### src/rtl/bvc_regs.svh
// register offsets, field positions and reset values of the capture port
// assumes byte addressing on a 32-bit classic wishbone bus
`ifndef BVC_REGS_SVH
`define BVC_REGS_SVH

// register byte offsets
`define BVC_OFF_CFG   8'h00
`define BVC_OFF_HWIN  8'h04
`define BVC_OFF_LLEN  8'h08
`define BVC_OFF_VSIZE 8'h0C
`define BVC_OFF_STAT  8'h10

// config register bit positions
`define BVC_CFG_EN   0
`define BVC_CFG_W10  1
`define BVC_CFG_INV  2
`define BVC_CFG_ECC  3
`define BVC_CFG_EDGE 4

// reset values
`define BVC_CFG_RST   32'h0000_0000
`define BVC_HWIN_RST  32'hFFFF_0000
`define BVC_LLEN_RST  32'h0000_FFFF
`define BVC_VSIZE_RST 32'h0000_FFFF

// timing reference codes in the 10-bit view
`define BVC_ONES10 10'h3FF
`define BVC_ONES8  10'h3FC
`define BVC_XY_ONE 9
`define BVC_XY_F   8
`define BVC_XY_V   7
`define BVC_XY_H   6

`endif

### src/rtl/bvc_pkg.sv
// types shared by the embedded-sync capture port
// assumes nothing beyond a systemverilog compiler
package bvc_pkg;

	// preamble tracker, one-hot
	typedef enum logic [3:0] {
		TRC_SEEK = 4'b0001,
		TRC_FF   = 4'b0010,
		TRC_Z1   = 4'b0100,
		TRC_Z2   = 4'b1000
	} bvc_trc_e;

endpackage

### src/rtl/bvc_capture.sv
// embedded-sync video capture port with a classic wishbone register slave
// assumes pclk_i and video_data_in_i are asynchronous pins, pclk << clk_i/4
`timescale 1ns/1ps
`include "bvc_regs.svh"

module bvc_capture (
	// clock and reset
	input  wire logic        clk_i,
	input  wire logic        rst_i,
	// wishbone slave
	input  wire logic        wb_cyc_i,
	input  wire logic        wb_stb_i,
	input  wire logic        wb_we_i,
	input  wire logic [7:0]  wb_adr_i,
	input  wire logic [3:0]  wb_sel_i,
	input  wire logic [31:0] wb_dat_i,
	output logic      [31:0] wb_dat_o,
	output logic             wb_ack_o,
	// video pins
	input  wire logic        pclk_i,
	input  wire logic [9:0]  video_data_in_i,
	// derived timing
	output logic             hsync_o,
	output logic             vsync_o,
	output logic             field_o,
	output logic             hactive_o,
	// packed pixel words
	output logic      [31:0] word_o,
	output logic             word_valid_o
);

	// registers
	logic [31:0] cfg_ff, nxt_cfg, hwin_ff, nxt_hwin;
	logic [31:0] llen_ff, nxt_llen, vsize_ff, nxt_vsize;
	logic [31:0] rdata_ff, nxt_rdata;
	logic        ack_ff, nxt_ack;
	logic        pclk_d_ff;
	bvc_pkg::bvc_trc_e state_ff, nxt_state;
	logic        hactive_ff, nxt_hactive, field_ff, nxt_field;
	logic        vblank_ff, nxt_vblank, hsync_ff, nxt_hsync;
	logic        vsync_ff, nxt_vsync;
	logic [15:0] pix_cnt_ff, nxt_pix_cnt, line_cnt_ff, nxt_line_cnt;
	logic [1:0]  idx_ff, nxt_idx;
	logic [31:0] acc_ff, nxt_acc, word_ff, nxt_word;
	logic        wvalid_ff, nxt_wvalid;

	// combinational
	logic [10:0] pin_s;
	logic        mode_en, w10, inv, ecc, edge_sel;
	logic        rise, fall, sample_stb;
	logic [9:0]  raw, view;
	logic        is_ones, is_zero, code_stb, pix_stb, in_win, take;
	logic        f_dec, v_dec, h_dec, fixed;
	logic        req, wr;

	assign mode_en  = cfg_ff[`BVC_CFG_EN];
	assign w10      = cfg_ff[`BVC_CFG_W10];
	assign inv      = cfg_ff[`BVC_CFG_INV];
	assign ecc      = cfg_ff[`BVC_CFG_ECC];
	assign edge_sel = cfg_ff[`BVC_CFG_EDGE];

	// only clock and data pins cross in
	bvc_sync #(.W(11)) u_sync (
		.clk_i   (clk_i),
		.rst_i   (rst_i),
		.async_i ({pclk_i, video_data_in_i}),
		.sync_o  (pin_s)
	);

	// edge of the synchronised pixel clock
	always_comb begin
		rise       = pin_s[10] & ~pclk_d_ff;
		fall       = ~pin_s[10] & pclk_d_ff;
		sample_stb = edge_sel ? fall : rise;
	end

	// invert before anything looks at the data
	assign raw = pin_s[9:0] ^ {10{inv}};

	// 8-bit sample sits in the upper eight of the 10-bit view
	always_comb begin
		view    = w10 ? raw : {raw[7:0], 2'b00};
		is_ones = (view == (w10 ? `BVC_ONES10 : `BVC_ONES8));
		is_zero = (view == 10'h000);
	end

	// status word needs its fixed one bit
	assign code_stb = sample_stb && (state_ff == bvc_pkg::TRC_Z2) &&
		view[`BVC_XY_ONE];

	bvc_fvh_fix u_fix (
		.xy_i     (view),
		.ecc_en_i (ecc),
		.f_o      (f_dec),
		.v_o      (v_dec),
		.h_o      (h_dec),
		.fixed_o  (fixed)
	);

	// preamble tracker; any break restarts the search
	always_comb begin
		nxt_state = state_ff;
		if (!mode_en) begin
			nxt_state = bvc_pkg::TRC_SEEK;
		end else if (sample_stb) begin
			unique case (state_ff)
				bvc_pkg::TRC_SEEK: begin
					if (is_ones) nxt_state = bvc_pkg::TRC_FF;
				end
				bvc_pkg::TRC_FF: begin
					if (is_zero) nxt_state = bvc_pkg::TRC_Z1;
					else if (!is_ones) nxt_state = bvc_pkg::TRC_SEEK;
				end
				bvc_pkg::TRC_Z1: begin
					nxt_state = is_zero ? bvc_pkg::TRC_Z2 : bvc_pkg::TRC_SEEK;
				end
				bvc_pkg::TRC_Z2: begin
					nxt_state = bvc_pkg::TRC_SEEK;
				end
			endcase
		end
	end

	// timing only from decoded codes; flag meaning
	always_comb begin
		nxt_hactive  = hactive_ff;
		nxt_field    = field_ff;
		nxt_vblank   = vblank_ff;
		nxt_hsync    = 1'b0;
		nxt_vsync    = 1'b0;
		nxt_line_cnt = line_cnt_ff;
		if (!mode_en) begin
			nxt_hactive = 1'b0;
		end else if (code_stb) begin
			nxt_field   = f_dec;
			nxt_vblank  = v_dec;
			nxt_hactive = ~h_dec;
			nxt_hsync   = h_dec;
			nxt_vsync   = v_dec & ~vblank_ff;
			if (v_dec) begin
				nxt_line_cnt = 16'h0000;
			end else if (h_dec && hactive_ff) begin
				nxt_line_cnt = line_cnt_ff + 16'h0001;
			end
		end
	end

	// valid samples never take the all-ones value, so one ends the line
	assign pix_stb = mode_en && sample_stb && hactive_ff && !is_ones &&
		(state_ff == bvc_pkg::TRC_SEEK);

	// capture window from the programmed limits
	always_comb begin
		in_win = (pix_cnt_ff >= hwin_ff[15:0]) &&
			(pix_cnt_ff <= hwin_ff[31:16]) &&
			(pix_cnt_ff < llen_ff[15:0]) &&
			(line_cnt_ff < vsize_ff[15:0]) && !vblank_ff;
		take = pix_stb && in_win;
	end

	// pixel packing; a partial word is dropped at the next SAV
	always_comb begin
		nxt_pix_cnt = pix_cnt_ff;
		nxt_idx     = idx_ff;
		nxt_acc     = acc_ff;
		nxt_word    = word_ff;
		nxt_wvalid  = 1'b0;
		if (code_stb && !h_dec) begin
			nxt_pix_cnt = 16'h0000;
			nxt_idx     = 2'b00;
		end else if (pix_stb) begin
			nxt_pix_cnt = pix_cnt_ff + 16'h0001;
		end
		if (take) begin
			if (w10) begin
				nxt_acc[idx_ff[0]*16 +: 16] = {6'h00, raw};
				nxt_idx = {1'b0, ~idx_ff[0]};
				if (idx_ff[0]) begin
					nxt_word   = {6'h00, raw, acc_ff[15:0]};
					nxt_wvalid = 1'b1;
				end
			end else begin
				nxt_acc[idx_ff*8 +: 8] = raw[7:0];
				nxt_idx = idx_ff + 2'b01;
				if (idx_ff == 2'b11) begin
					nxt_word   = {raw[7:0], acc_ff[23:0]};
					nxt_wvalid = 1'b1;
				end
			end
		end
	end

	// byte-lane merge for writes
	function automatic logic [31:0] merge(input logic [31:0] old,
		input logic [31:0] dat, input logic [3:0] sel);
		for (int b = 0; b < 4; b++) begin
			if (sel[b]) old[b*8 +: 8] = dat[b*8 +: 8];
		end
		merge = old;
	endfunction

	// config and window registers read and written here
	// ack one cycle after the request; writes land on the ack edge
	always_comb begin
		req       = wb_cyc_i && wb_stb_i;
		wr        = req && wb_we_i && ack_ff;
		nxt_ack   = req && !ack_ff;
		nxt_rdata = rdata_ff;
		nxt_cfg   = cfg_ff;
		nxt_hwin  = hwin_ff;
		nxt_llen  = llen_ff;
		nxt_vsize = vsize_ff;
		if (req && !ack_ff) begin
			unique case (wb_adr_i)
				`BVC_OFF_CFG:   nxt_rdata = {27'h0, cfg_ff[4:0]};
				`BVC_OFF_HWIN:  nxt_rdata = hwin_ff;
				`BVC_OFF_LLEN:  nxt_rdata = llen_ff;
				`BVC_OFF_VSIZE: nxt_rdata = vsize_ff;
				`BVC_OFF_STAT:  nxt_rdata = {line_cnt_ff, 13'h0,
					hactive_ff, vblank_ff, field_ff};
				default:        nxt_rdata = 32'h0000_0000;
			endcase
		end
		if (wr) begin
			unique case (wb_adr_i)
				`BVC_OFF_CFG:   nxt_cfg = merge(cfg_ff, wb_dat_i & 32'h1F,
					wb_sel_i);
				`BVC_OFF_HWIN:  nxt_hwin = merge(hwin_ff, wb_dat_i, wb_sel_i);
				// upper half stays zero: data masked, old upper already zero
				`BVC_OFF_LLEN:  nxt_llen = merge(llen_ff,
					wb_dat_i & 32'h0000_FFFF, wb_sel_i);
				`BVC_OFF_VSIZE: nxt_vsize = merge(vsize_ff,
					wb_dat_i & 32'h0000_FFFF, wb_sel_i);
				default: ;
			endcase
		end
	end

	// all state registers
	always_ff @(posedge clk_i) begin
		if (rst_i) begin
			cfg_ff      <= `BVC_CFG_RST;
			hwin_ff     <= `BVC_HWIN_RST;
			llen_ff     <= `BVC_LLEN_RST;
			vsize_ff    <= `BVC_VSIZE_RST;
			rdata_ff    <= 32'h0000_0000;
			ack_ff      <= 1'b0;
			pclk_d_ff   <= 1'b0;
			state_ff    <= bvc_pkg::TRC_SEEK;
			hactive_ff  <= 1'b0;
			field_ff    <= 1'b0;
			vblank_ff   <= 1'b0;
			hsync_ff    <= 1'b0;
			vsync_ff    <= 1'b0;
			line_cnt_ff <= 16'h0000;
			pix_cnt_ff  <= 16'h0000;
			idx_ff      <= 2'b00;
			acc_ff      <= 32'h0000_0000;
			word_ff     <= 32'h0000_0000;
			wvalid_ff   <= 1'b0;
		end else begin
			cfg_ff      <= nxt_cfg;
			hwin_ff     <= nxt_hwin;
			llen_ff     <= nxt_llen;
			vsize_ff    <= nxt_vsize;
			rdata_ff    <= nxt_rdata;
			ack_ff      <= nxt_ack;
			pclk_d_ff   <= pin_s[10];
			state_ff    <= nxt_state;
			hactive_ff  <= nxt_hactive;
			field_ff    <= nxt_field;
			vblank_ff   <= nxt_vblank;
			hsync_ff    <= nxt_hsync;
			vsync_ff    <= nxt_vsync;
			line_cnt_ff <= nxt_line_cnt;
			pix_cnt_ff  <= nxt_pix_cnt;
			idx_ff      <= nxt_idx;
			acc_ff      <= nxt_acc;
			word_ff     <= nxt_word;
			wvalid_ff   <= nxt_wvalid;
		end
	end

	// outputs
	assign wb_dat_o     = rdata_ff;
	assign wb_ack_o     = ack_ff;
	assign hsync_o      = hsync_ff;
	assign vsync_o      = vsync_ff;
	assign field_o      = field_ff;
	assign hactive_o    = hactive_ff;
	assign word_o       = word_ff;
	assign word_valid_o = wvalid_ff;

	// checks
	property p_edge;
		@(posedge clk_i) disable iff (rst_i)
		sample_stb |-> pin_s[10] == !edge_sel && $past(pin_s[10]) == edge_sel;
	endproperty
	a_edge: assert property (p_edge) else $error("wrong pclk edge");

	property p_pre;
		@(posedge clk_i) disable iff (rst_i)
		mode_en && sample_stb && state_ff == bvc_pkg::TRC_SEEK && is_ones
		|=> state_ff == bvc_pkg::TRC_FF;
	endproperty
	a_pre: assert property (p_pre) else $error("preamble missed");

	property p_off;
		@(posedge clk_i) disable iff (rst_i)
		!mode_en ##1 !mode_en |-> !hactive_ff && !word_valid_o;
	endproperty
	a_off: assert property (p_off) else $error("active while off");

	property p_eav;
		@(posedge clk_i) disable iff (rst_i)
		mode_en && code_stb && h_dec |=> hsync_o && !hactive_o ##1 !hsync_o;
	endproperty
	a_eav: assert property (p_eav) else $error("eav not handled");

	property p_sav;
		@(posedge clk_i) disable iff (rst_i)
		mode_en && code_stb && !h_dec |=> hactive_o && pix_cnt_ff == 16'h0;
	endproperty
	a_sav: assert property (p_sav) else $error("sav not handled");

	property p_fld;
		@(posedge clk_i) disable iff (rst_i)
		mode_en && code_stb |=> field_o == $past(f_dec) &&
			vblank_ff == $past(v_dec);
	endproperty
	a_fld: assert property (p_fld) else $error("field flag wrong");

	property p_pack8;
		@(posedge clk_i) disable iff (rst_i)
		take && !w10 && idx_ff == 2'b11 |=> word_valid_o &&
			word_o[31:24] == $past(raw[7:0]);
	endproperty
	a_pack8: assert property (p_pack8) else $error("bad packing");

	property p_raw;
		@(posedge clk_i) disable iff (rst_i)
		code_stb && !ecc |-> {f_dec, v_dec, h_dec} == view[8:6];
	endproperty
	a_raw: assert property (p_raw) else $error("flags altered");

	property p_fix;
		@(posedge clk_i) disable iff (rst_i)
		code_stb && ecc && view[9:5] == 5'b11011 && view[4:2] == 3'b101
		|-> {f_dec, v_dec, h_dec} == 3'b001;
	endproperty
	a_fix: assert property (p_fix) else $error("no correction");

	property p_ack;
		@(posedge clk_i) disable iff (rst_i)
		req && !ack_ff |=> wb_ack_o ##1 !wb_ack_o;
	endproperty
	a_ack: assert property (p_ack) else $error("bus ack timing");

	c_sav: cover property (@(posedge clk_i) code_stb && !h_dec);
	c_eav: cover property (@(posedge clk_i) code_stb && h_dec);
	c_w10: cover property (@(posedge clk_i) word_valid_o && w10);
	c_fix: cover property (@(posedge clk_i) code_stb && fixed);

endmodule

### src/rtl/bvc_sync.sv
// two-stage synchroniser for a bus of pin levels
// assumes each bit is a level that holds for several clk_i periods
`timescale 1ns/1ps

module bvc_sync #(
	parameter int W = 11
) (
	// clock and reset
	input  wire logic         clk_i,
	input  wire logic         rst_i,
	// levels
	input  wire logic [W-1:0] async_i,
	output logic      [W-1:0] sync_o
);

	logic [W-1:0] meta_ff;
	logic [W-1:0] sync_ff;

	// first stage feeds only the second
	always_ff @(posedge clk_i) begin
		if (rst_i) begin
			meta_ff <= '0;
			sync_ff <= '0;
		end else begin
			meta_ff <= async_i;
			sync_ff <= meta_ff;
		end
	end

	assign sync_o = sync_ff;

endmodule

### src/rtl/bvc_fvh_fix.sv
// corrects the F, V, H flags of a status word using its protection bits
// assumes the status word in the 10-bit view; purely combinational
`timescale 1ns/1ps

module bvc_fvh_fix (
	// status word and control
	input  wire logic [9:0] xy_i,
	input  wire logic       ecc_en_i,
	// decoded flags
	output logic            f_o,
	output logic            v_o,
	output logic            h_o,
	output logic            fixed_o
);

	// protection bits for a flag triple {f,v,h}
	function automatic logic [3:0] prot(input logic [2:0] fvh);
		prot = {fvh[1] ^ fvh[0], fvh[2] ^ fvh[0], fvh[2] ^ fvh[1],
			fvh[2] ^ fvh[1] ^ fvh[0]};
	endfunction

	logic [6:0] rx;
	logic [7:0] hit;
	logic [2:0] pick;
	logic       found;

	assign rx = xy_i[8:2];

	for (genvar g = 0; g < 8; g++) begin : g_cand
		logic [6:0] diff;
		assign diff = {3'(g), prot(3'(g))} ^ rx;
		assign hit[g] = ($countones(diff) <= 1);
	end

	// nearest codeword; minimum distance four keeps it unique
	always_comb begin
		pick  = rx[6:4];
		found = 1'b0;
		for (int i = 0; i < 8; i++) begin
			if (hit[i]) begin
				pick  = 3'(i);
				found = 1'b1;
			end
		end
	end

	always_comb begin
		if (ecc_en_i && found) begin
			{f_o, v_o, h_o} = pick;
			fixed_o = (rx != {pick, prot(pick)});
		end else begin
			{f_o, v_o, h_o} = rx[6:4];
			fixed_o = 1'b0;
		end
	end

endmodule

### config.mk
export PLATFORM = sky130hd
export DESIGN_NAME = bvc_capture
export DESIGN_NICKNAME = d
export VERILOG_FILES = /design/src/rtl/bvc_pkg.sv /design/src/rtl/bvc_capture.sv /design/src/rtl/bvc_sync.sv /design/src/rtl/bvc_fvh_fix.sv
export VERILOG_INCLUDE_DIRS = /design/src /design/src/rtl
export SDC_FILE = /design/constraint.sdc
export NUM_CORES = 1
export LEC_CHECK = 0
export ABC_AREA = 1
export BUFFER_PORTS_ARGS = -buffer_cell sky130_fd_sc_hd__buf_2
export CORE_ASPECT_RATIO = 0.75
export CORE_MARGIN = 3
export CORE_UTILIZATION = 50
export CTS_BUF_LIST = sky130_fd_sc_hd__clkbuf_4 sky130_fd_sc_hd__clkbuf_8
export CTS_CLUSTER_DIAMETER = 80
export CTS_CLUSTER_SIZE = 28
export DETAILED_ROUTE_END_ITERATION = 7
export PLACE_DENSITY = 0.8
export SLEW_MARGIN = 20
export SYNTH_ARGS = -nofsm -noshare
export SYNTH_HDL_FRONTEND = slang
export SYNTH_HIERARCHICAL = 1
export SYNTH_SLANG_ARGS = --single-unit
export TNS_END_PERCENT = 1
### constraint.sdc
create_clock -name clk_i -period 6.2 [get_ports clk_i]
set_input_delay 1.55 -clock clk_i [delete_from_list [all_inputs] [get_ports clk_i]]
set_output_delay 1.55 -clock clk_i [all_outputs]
set_load 0.05 [all_outputs]
# == Word-level counts from Yosys, hierarchy flattened ==
# Index checks and enable logic that the tools add are counted.
# op_classes
add_sub_neg,50
n_lt_le_gt_ge,12
eq_ne,13
shifts,4
n_mux,42
n_bitwise,19
reduce_logical,44
# op_table
op,count
adder 32 bit,15
adder 32 x 1 -> 32 bit,8
<= comparator 32 x 2 -> 1 bit (second input constant),8
one-hot mux 32 bit (5 select lines),1
2-to-1 mux 32 bit,4
negation 5 -> 34 bit,2
bitwise mux 32 bit,2
adder 1 x 1 -> 2 bit,21
AND reduction 3 bit,12
variable shift 16 x 34 -> 32 bit (first input constant),1
variable shift 8 x 34 -> 32 bit (first input constant),1
indexed part select 16 x 34 -> 32 bit,1
indexed part select 8 x 34 -> 32 bit,1
adder 16 x 1 -> 16 bit (second input constant),2
adder 2 x 32 -> 32 bit,1
< comparator 16 bit,2
2-to-1 mux 16 bit,2
inverter 4 bit,7
2-to-1 mux 3 bit,8
logical AND 1 bit,18
== test 8 x 4 -> 1 bit (second input constant),2
greater-or-equal comparator 16 bit,1
<= comparator 16 bit,1
2-to-1 mux 4 bit,4
other kinds (26),59
# word_totals
ff_bits,233
in_bits,60
out_inout_bits,70
elab_cells,210

# == Depth between registers and ports, before layout ==
# depth
word_depth,20
depth_mapped,32
depth_no_buf,31

# == By module ==
# Netlist, hierarchy kept.
# by_module_without_submodules
mod,instances,cells_per_inst,area_per_inst_um2,seq_area_each_um2
bvc_capture,1,1627,11058.1,4063.9
bvc_fvh_fix,1,195,1475.2,0.0
bvc_sync,1,68,628.1,440.4

# == Worst setup path after synthesis ==
# No wires, ideal clock.
# synth_path
path_kind,flip-flop to flip-flop
start,register cfg_ff[2]
end,register line_cnt_ff[14]
setup_ns,0.065
arrival_ns,4.853
required_ns,6.135
slack_ns,1.282
path_stages_with_launch,25
n_path_buf,1
synth_period_minus_slack_ns,4.918
cell_sequence,dfxtp_1 > inv_2 > buf_6 > nand2_2 > nand3_1 > nand2_1 > inv_1 > ha_1 > inv_1 > fa_1 > fa_1 > ha_1 > fa_1 > a21oi_1 > nand2_1 > nand2_1 > nor2_2 > a21oi_1 > o21ai_0 > inv_1 > a21oi_1 > nand2_1 > nor3_1 > a21oi_1 > nor2_1
# synth_via
elab_cells_between_ends,86
classes_between,45 x add/sub; 8 x order compare; 20 x mux; 8 x bitwise; 5 x reduce/logical
# synth_lines
element,line,rtl
"start, declared",bvc_capture.sv:33,"logic [31:0] cfg_ff, nxt_cfg, hwin_ff, nxt_hwin;"
"start signal, assigned",bvc_capture.sv:242,cfg_ff <= `BVC_CFG_RST;
"start signal, assigned",bvc_capture.sv:262,cfg_ff <= nxt_cfg;
bitwise XOR 10 bit *,bvc_capture.sv:78,assign raw = pin_s[9:0] ^ {10{inv}};
2-to-1 mux 10 bit *,bvc_capture.sv:82,"view = w10 ? raw : {raw[7:0], 2'b00};"
named net view[2],bvc_capture.sv:51,"logic [9:0] raw, view;"
adder 1 x 1 -> 2 bit (implied by the code) / inverter 4 bit (equally long branches),n/a,
adder 2 x 32 -> 32 bit (implied by the code) / adder 1 x 1 -> 2 bit (equally long branches),bvc_fvh_fix.sv:32,assign hit[g] = ($countones(diff) <= 1);
adder 32 bit (implied by the code),bvc_fvh_fix.sv:32,
<= comparator 32 x 2 -> 1 bit / adder 32 bit (equally long branches),bvc_fvh_fix.sv:32,
2-to-1 mux 1 bit / <= comparator 32 x 2 -> 1 bit (equally long branches),"bvc_fvh_fix.sv:40, bvc_fvh_fix.sv:32",
2-to-1 mux 1 bit (7 in series),bvc_fvh_fix.sv:40,if (hit[i]) begin
logical AND 1 bit,bvc_fvh_fix.sv:48,if (ecc_en_i && found) begin
2-to-1 mux 1 bit *,bvc_fvh_fix.sv:48,
named net v_dec,bvc_capture.sv:53,"logic f_dec, v_dec, h_dec, fixed;"
nonzero test 2 bit (no source line),n/a,
AND reduction 3 bit (no source line),n/a,
"end signal, assigned",bvc_capture.sv:275,line_cnt_ff <= nxt_line_cnt;
"end, declared",bvc_capture.sv:42,"logic [15:0] pix_cnt_ff, nxt_pix_cnt, line_cnt_ff, nxt_line_cnt;"
# Mark *: on every way through the listed nets, which the timed path passes. The rest lies on a longest branch.
# A chain may end at the register's enable or synchronous reset.

# == Final worst setup path ==
# layout_path
start,register cfg_ff[1]
end,register pix_cnt_ff[6]
# layout_via
elab_chain_len,18
elab_cells_between_ends,88
classes_between,45 x add/sub; 8 x order compare; 1 x eq/ne; 19 x mux; 7 x bitwise; 8 x reduce/logical
# layout_lines
element,line,rtl
2-to-1 mux 10 bit *,bvc_capture.sv:82,
named net view[7],bvc_capture.sv:51,
adder 1 x 1 -> 2 bit (implied by the code),bvc_fvh_fix.sv:32,
adder 32 x 1 -> 32 bit (implied by the code),bvc_fvh_fix.sv:32,
adder 32 bit (implied by the code),bvc_fvh_fix.sv:32,
<= comparator 32 x 2 -> 1 bit,bvc_fvh_fix.sv:32,
2-to-1 mux 1 bit (8 in series),bvc_fvh_fix.sv:40,
logical AND 1 bit,bvc_fvh_fix.sv:48,
2-to-1 mux 1 bit *,bvc_fvh_fix.sv:48,
named net h_dec,bvc_capture.sv:53,
logical NOT 1 bit *,bvc_capture.sv:168,if (code_stb && !h_dec) begin
logical AND 1 bit *,bvc_capture.sv:168,
OR reduction 2 bit (no source line) *,n/a,
"end signal, assigned",bvc_capture.sv:276,pix_cnt_ff <= nxt_pix_cnt;
"end, declared",bvc_capture.sv:42,
# Marked as above.

==> run_results.csv <==
group,metric,value,unit
routing,drtAntennaViolNets,0,
clock_tree,path_clk_slew,0.16,ns
final_layout,layout.cells.most_common,"nand2_1",
critical_path,critPathMaxFanout,16,
timing,fmax,184,MHz
clock_tree,cts_tree,"yes",
timing,finalMaxSlewViolations,0,
timing,post-route-min-period,5.44,ns
critical_path,start_kind,"flop",
global_route,groute.usage.overall,24.5,%
critical_path,worst-r2r-cell-count,24,
global_route,grt_pass1_vias,10700,
pwr,p_switching,0.664,mW
final_layout,num-nets-final,2123,
critical_path,r2r_end,"pix_cnt_ff[6]",
final_layout,fin_area,14100,sq um
synth,syn_area_per_cell,7.02,sq um
timing,slew_headroom,32.2,%
clock_tree,clkSinkCount,225,
clock_tree,htreeDepth,1,
placement,pre_cts_ws,0.930,ns
hold_path,hold_path_class,"reg2reg",
final_layout,final_layout_size_suffix_gt1_share,9.97,%
die,rows,50,
synth,yosys_warnings,6,
critical_path,crit_type,"reg2reg",
timing,worst_slack,0.756,ns
pwr,vdd_drop_max,0.150,mV
clock_tree,cts_made_buffers,12,
placement,place_area,13800,sq um
pwr,power_density,173,nW/um^2
synth,syn-num-nets,2030,
pwr,internal_power,1.77,mW
critical_path,worstPathArrival,5.93,ns
synth,syn_inst,1849,
timing,fin_setup_tns,0,ns
global_route,grt_max_degree,64,
die,dieArea,28000,sq um
timing,finalSetupViolations,0,
routing,via_count,12200,
hold_path,hp-start,"u_sync/meta_ff[0]",
routing,drtIter0Drc,1199,
die,die_h,146,um
clock_tree,cts.repair.resized,0,
final_layout,mostFrequentLayoutCells,"nand2_1, inv_1, dfxtp_1, nor2_1, buf_2",
die,die_w,192,um
final_layout,fillers,2416,
die,io_pins,130,
timing,fin_hold_ws,0.398,ns
critical_path,reg2reg_from,"cfg_ff[1]",
final_layout,diodes,0,
routing,drtPass1Iterations,6,
critical_path,required,6.69,ns
routing,drt-vias-per-instance,5.34,
global_route,gr-total-overflow,0,
final_layout,area_growth,8.29,%
die,coreArea,25300,sq um
critical_path,reg2reg_slack,0.76,ns
outcome,status,"completed",
global_route,grt_pass1_wl,55700,um
routing,wl,35900,um
timing,hold_viol_final,0,
pwr,sequentialPowerShare,59.9,%
timing,post-route-period-util,87.8,%
timing,rsz0062_at_grt,"no",
job,drv_cap,0,
timing,finClkSkew,0.0237,ns
timing,worst_slew_pin_slew,1.01,ns
routing,drc,0,
clock_tree,clockBufferDepth,3,
pwr,combPwrFrac,11.7,%
clock_tree,cts_hold_buf,0,
synth,netlist_area,13000,sq um
hold_path,hold_depth,2,
clock_tree,cts_root_buf,"clkbuf_8",
hold_path,hold-path-endpoint,"u_sync/sync_o[0]",
clock_tree,worstSkewPairLatency,0.55,ns
placement,place_congestion,0.998,
clock_tree,cts_setup_buffers,0,
critical_path,critPathCaptureType,"flop",
placement,dpl.hpwl,27600,um
pwr,cellLeakagePower,6.98,nW
global_route,antenna_found_initial,2,
pwr,swShare,27.3,%
placement,port_buffers,129,
pwr,total_power,2.43,mW
pwr,pwr-share-clk,28.4,%
die,initial_utilization,51.4,%
routing,wl_per_cell,15.7,um
## sequential cells by signal (all words and copies together) (netlist names), 2 cells and up
signal,flops
word_o,32
u_sync/meta_ff,11
u_sync/sync_o,11
vsize_ff,16
llen_ff,16
line_cnt_ff,16
pix_cnt_ff,16
state_ff,4
acc_ff,24
idx_ff,2
hwin_ff,32
cfg_ff,5
wb_dat_o,32
## worst max-delay path, stage by stage (launching register included)
cell	delay (ns)
dfxtp_1	0.35
inv_1	0.19
buf_4	0.25
nand3_1	0.14
nand2_1	0.38
inv_1	0.23
ha_1	0.32
inv_1	0.17
fa_1	0.45
inv_1	0.07
ha_1	0.16
inv_1	0.06
fa_1	0.46
a21boi_0	0.17
nand2_1	0.11
nand2_1	0.15
nor2_2	0.05
a21oi_1	0.34
nand2_1	0.10
o21ai_0	0.19
inv_1	0.12
nand2_1	0.16
nand2_1	0.35
o21bai_1	0.31
a21oi_1	0.11
## power groups by stage
stage               Sequential, mW  Combinational, mW  Clock [mW]
floorplan                     1.50              0.189           0
global placement              1.49              0.267           0
detailed placement            1.49              0.275           0
CTS                           1.46              0.277       0.709
global route                  1.46              0.315       0.759
finish                        1.46              0.284       0.691
## through the flow
stage	util (%)	cells
CTS	55.6	2283
floorplan	-	1849
finish	55.6	2283
global placement	54.7	2266
detailed placement	54.7	2266
global route	55.6	2283
## cell type report
class	instances	area, sq um	share of cell area, %
multi-input combinational	1248	6980	49.6
timing repair buffer	144	758	5.39
clock buffer	14	193	1.37
inverter	311	1170	8.31
clock inverter	3	32.5	0.231
sequential	225	4500	32.0
tap	338	423	3.01
## layer usage
metal	global-route usage [%]	part of all wire, %
met1	39.0	49
met4	4.04	1.4
met2	34.2	39
met5	0	0.053
met3	5.15	11
## worst max-delay path by stage
stage / cells after the start / slack (ns) / endpoint / startpoint
global placement: 25 / 1.16 / pix_cnt_ff[0] / cfg_ff[2]
global route: 24 / 0.40 / pix_cnt_ff[6] / cfg_ff[1]
detailed placement: 24 / 0.93 / pix_cnt_ff[6] / cfg_ff[1]
CTS: 24 / 0.91 / pix_cnt_ff[6] / cfg_ff[1]
finish: 24 / 0.76 / pix_cnt_ff[6] / cfg_ff[1]
floorplan: 24 / 1.44 / line_cnt_ff[14] / cfg_ff[2]
No activity file was read; power rests on OpenSTA's default activity.
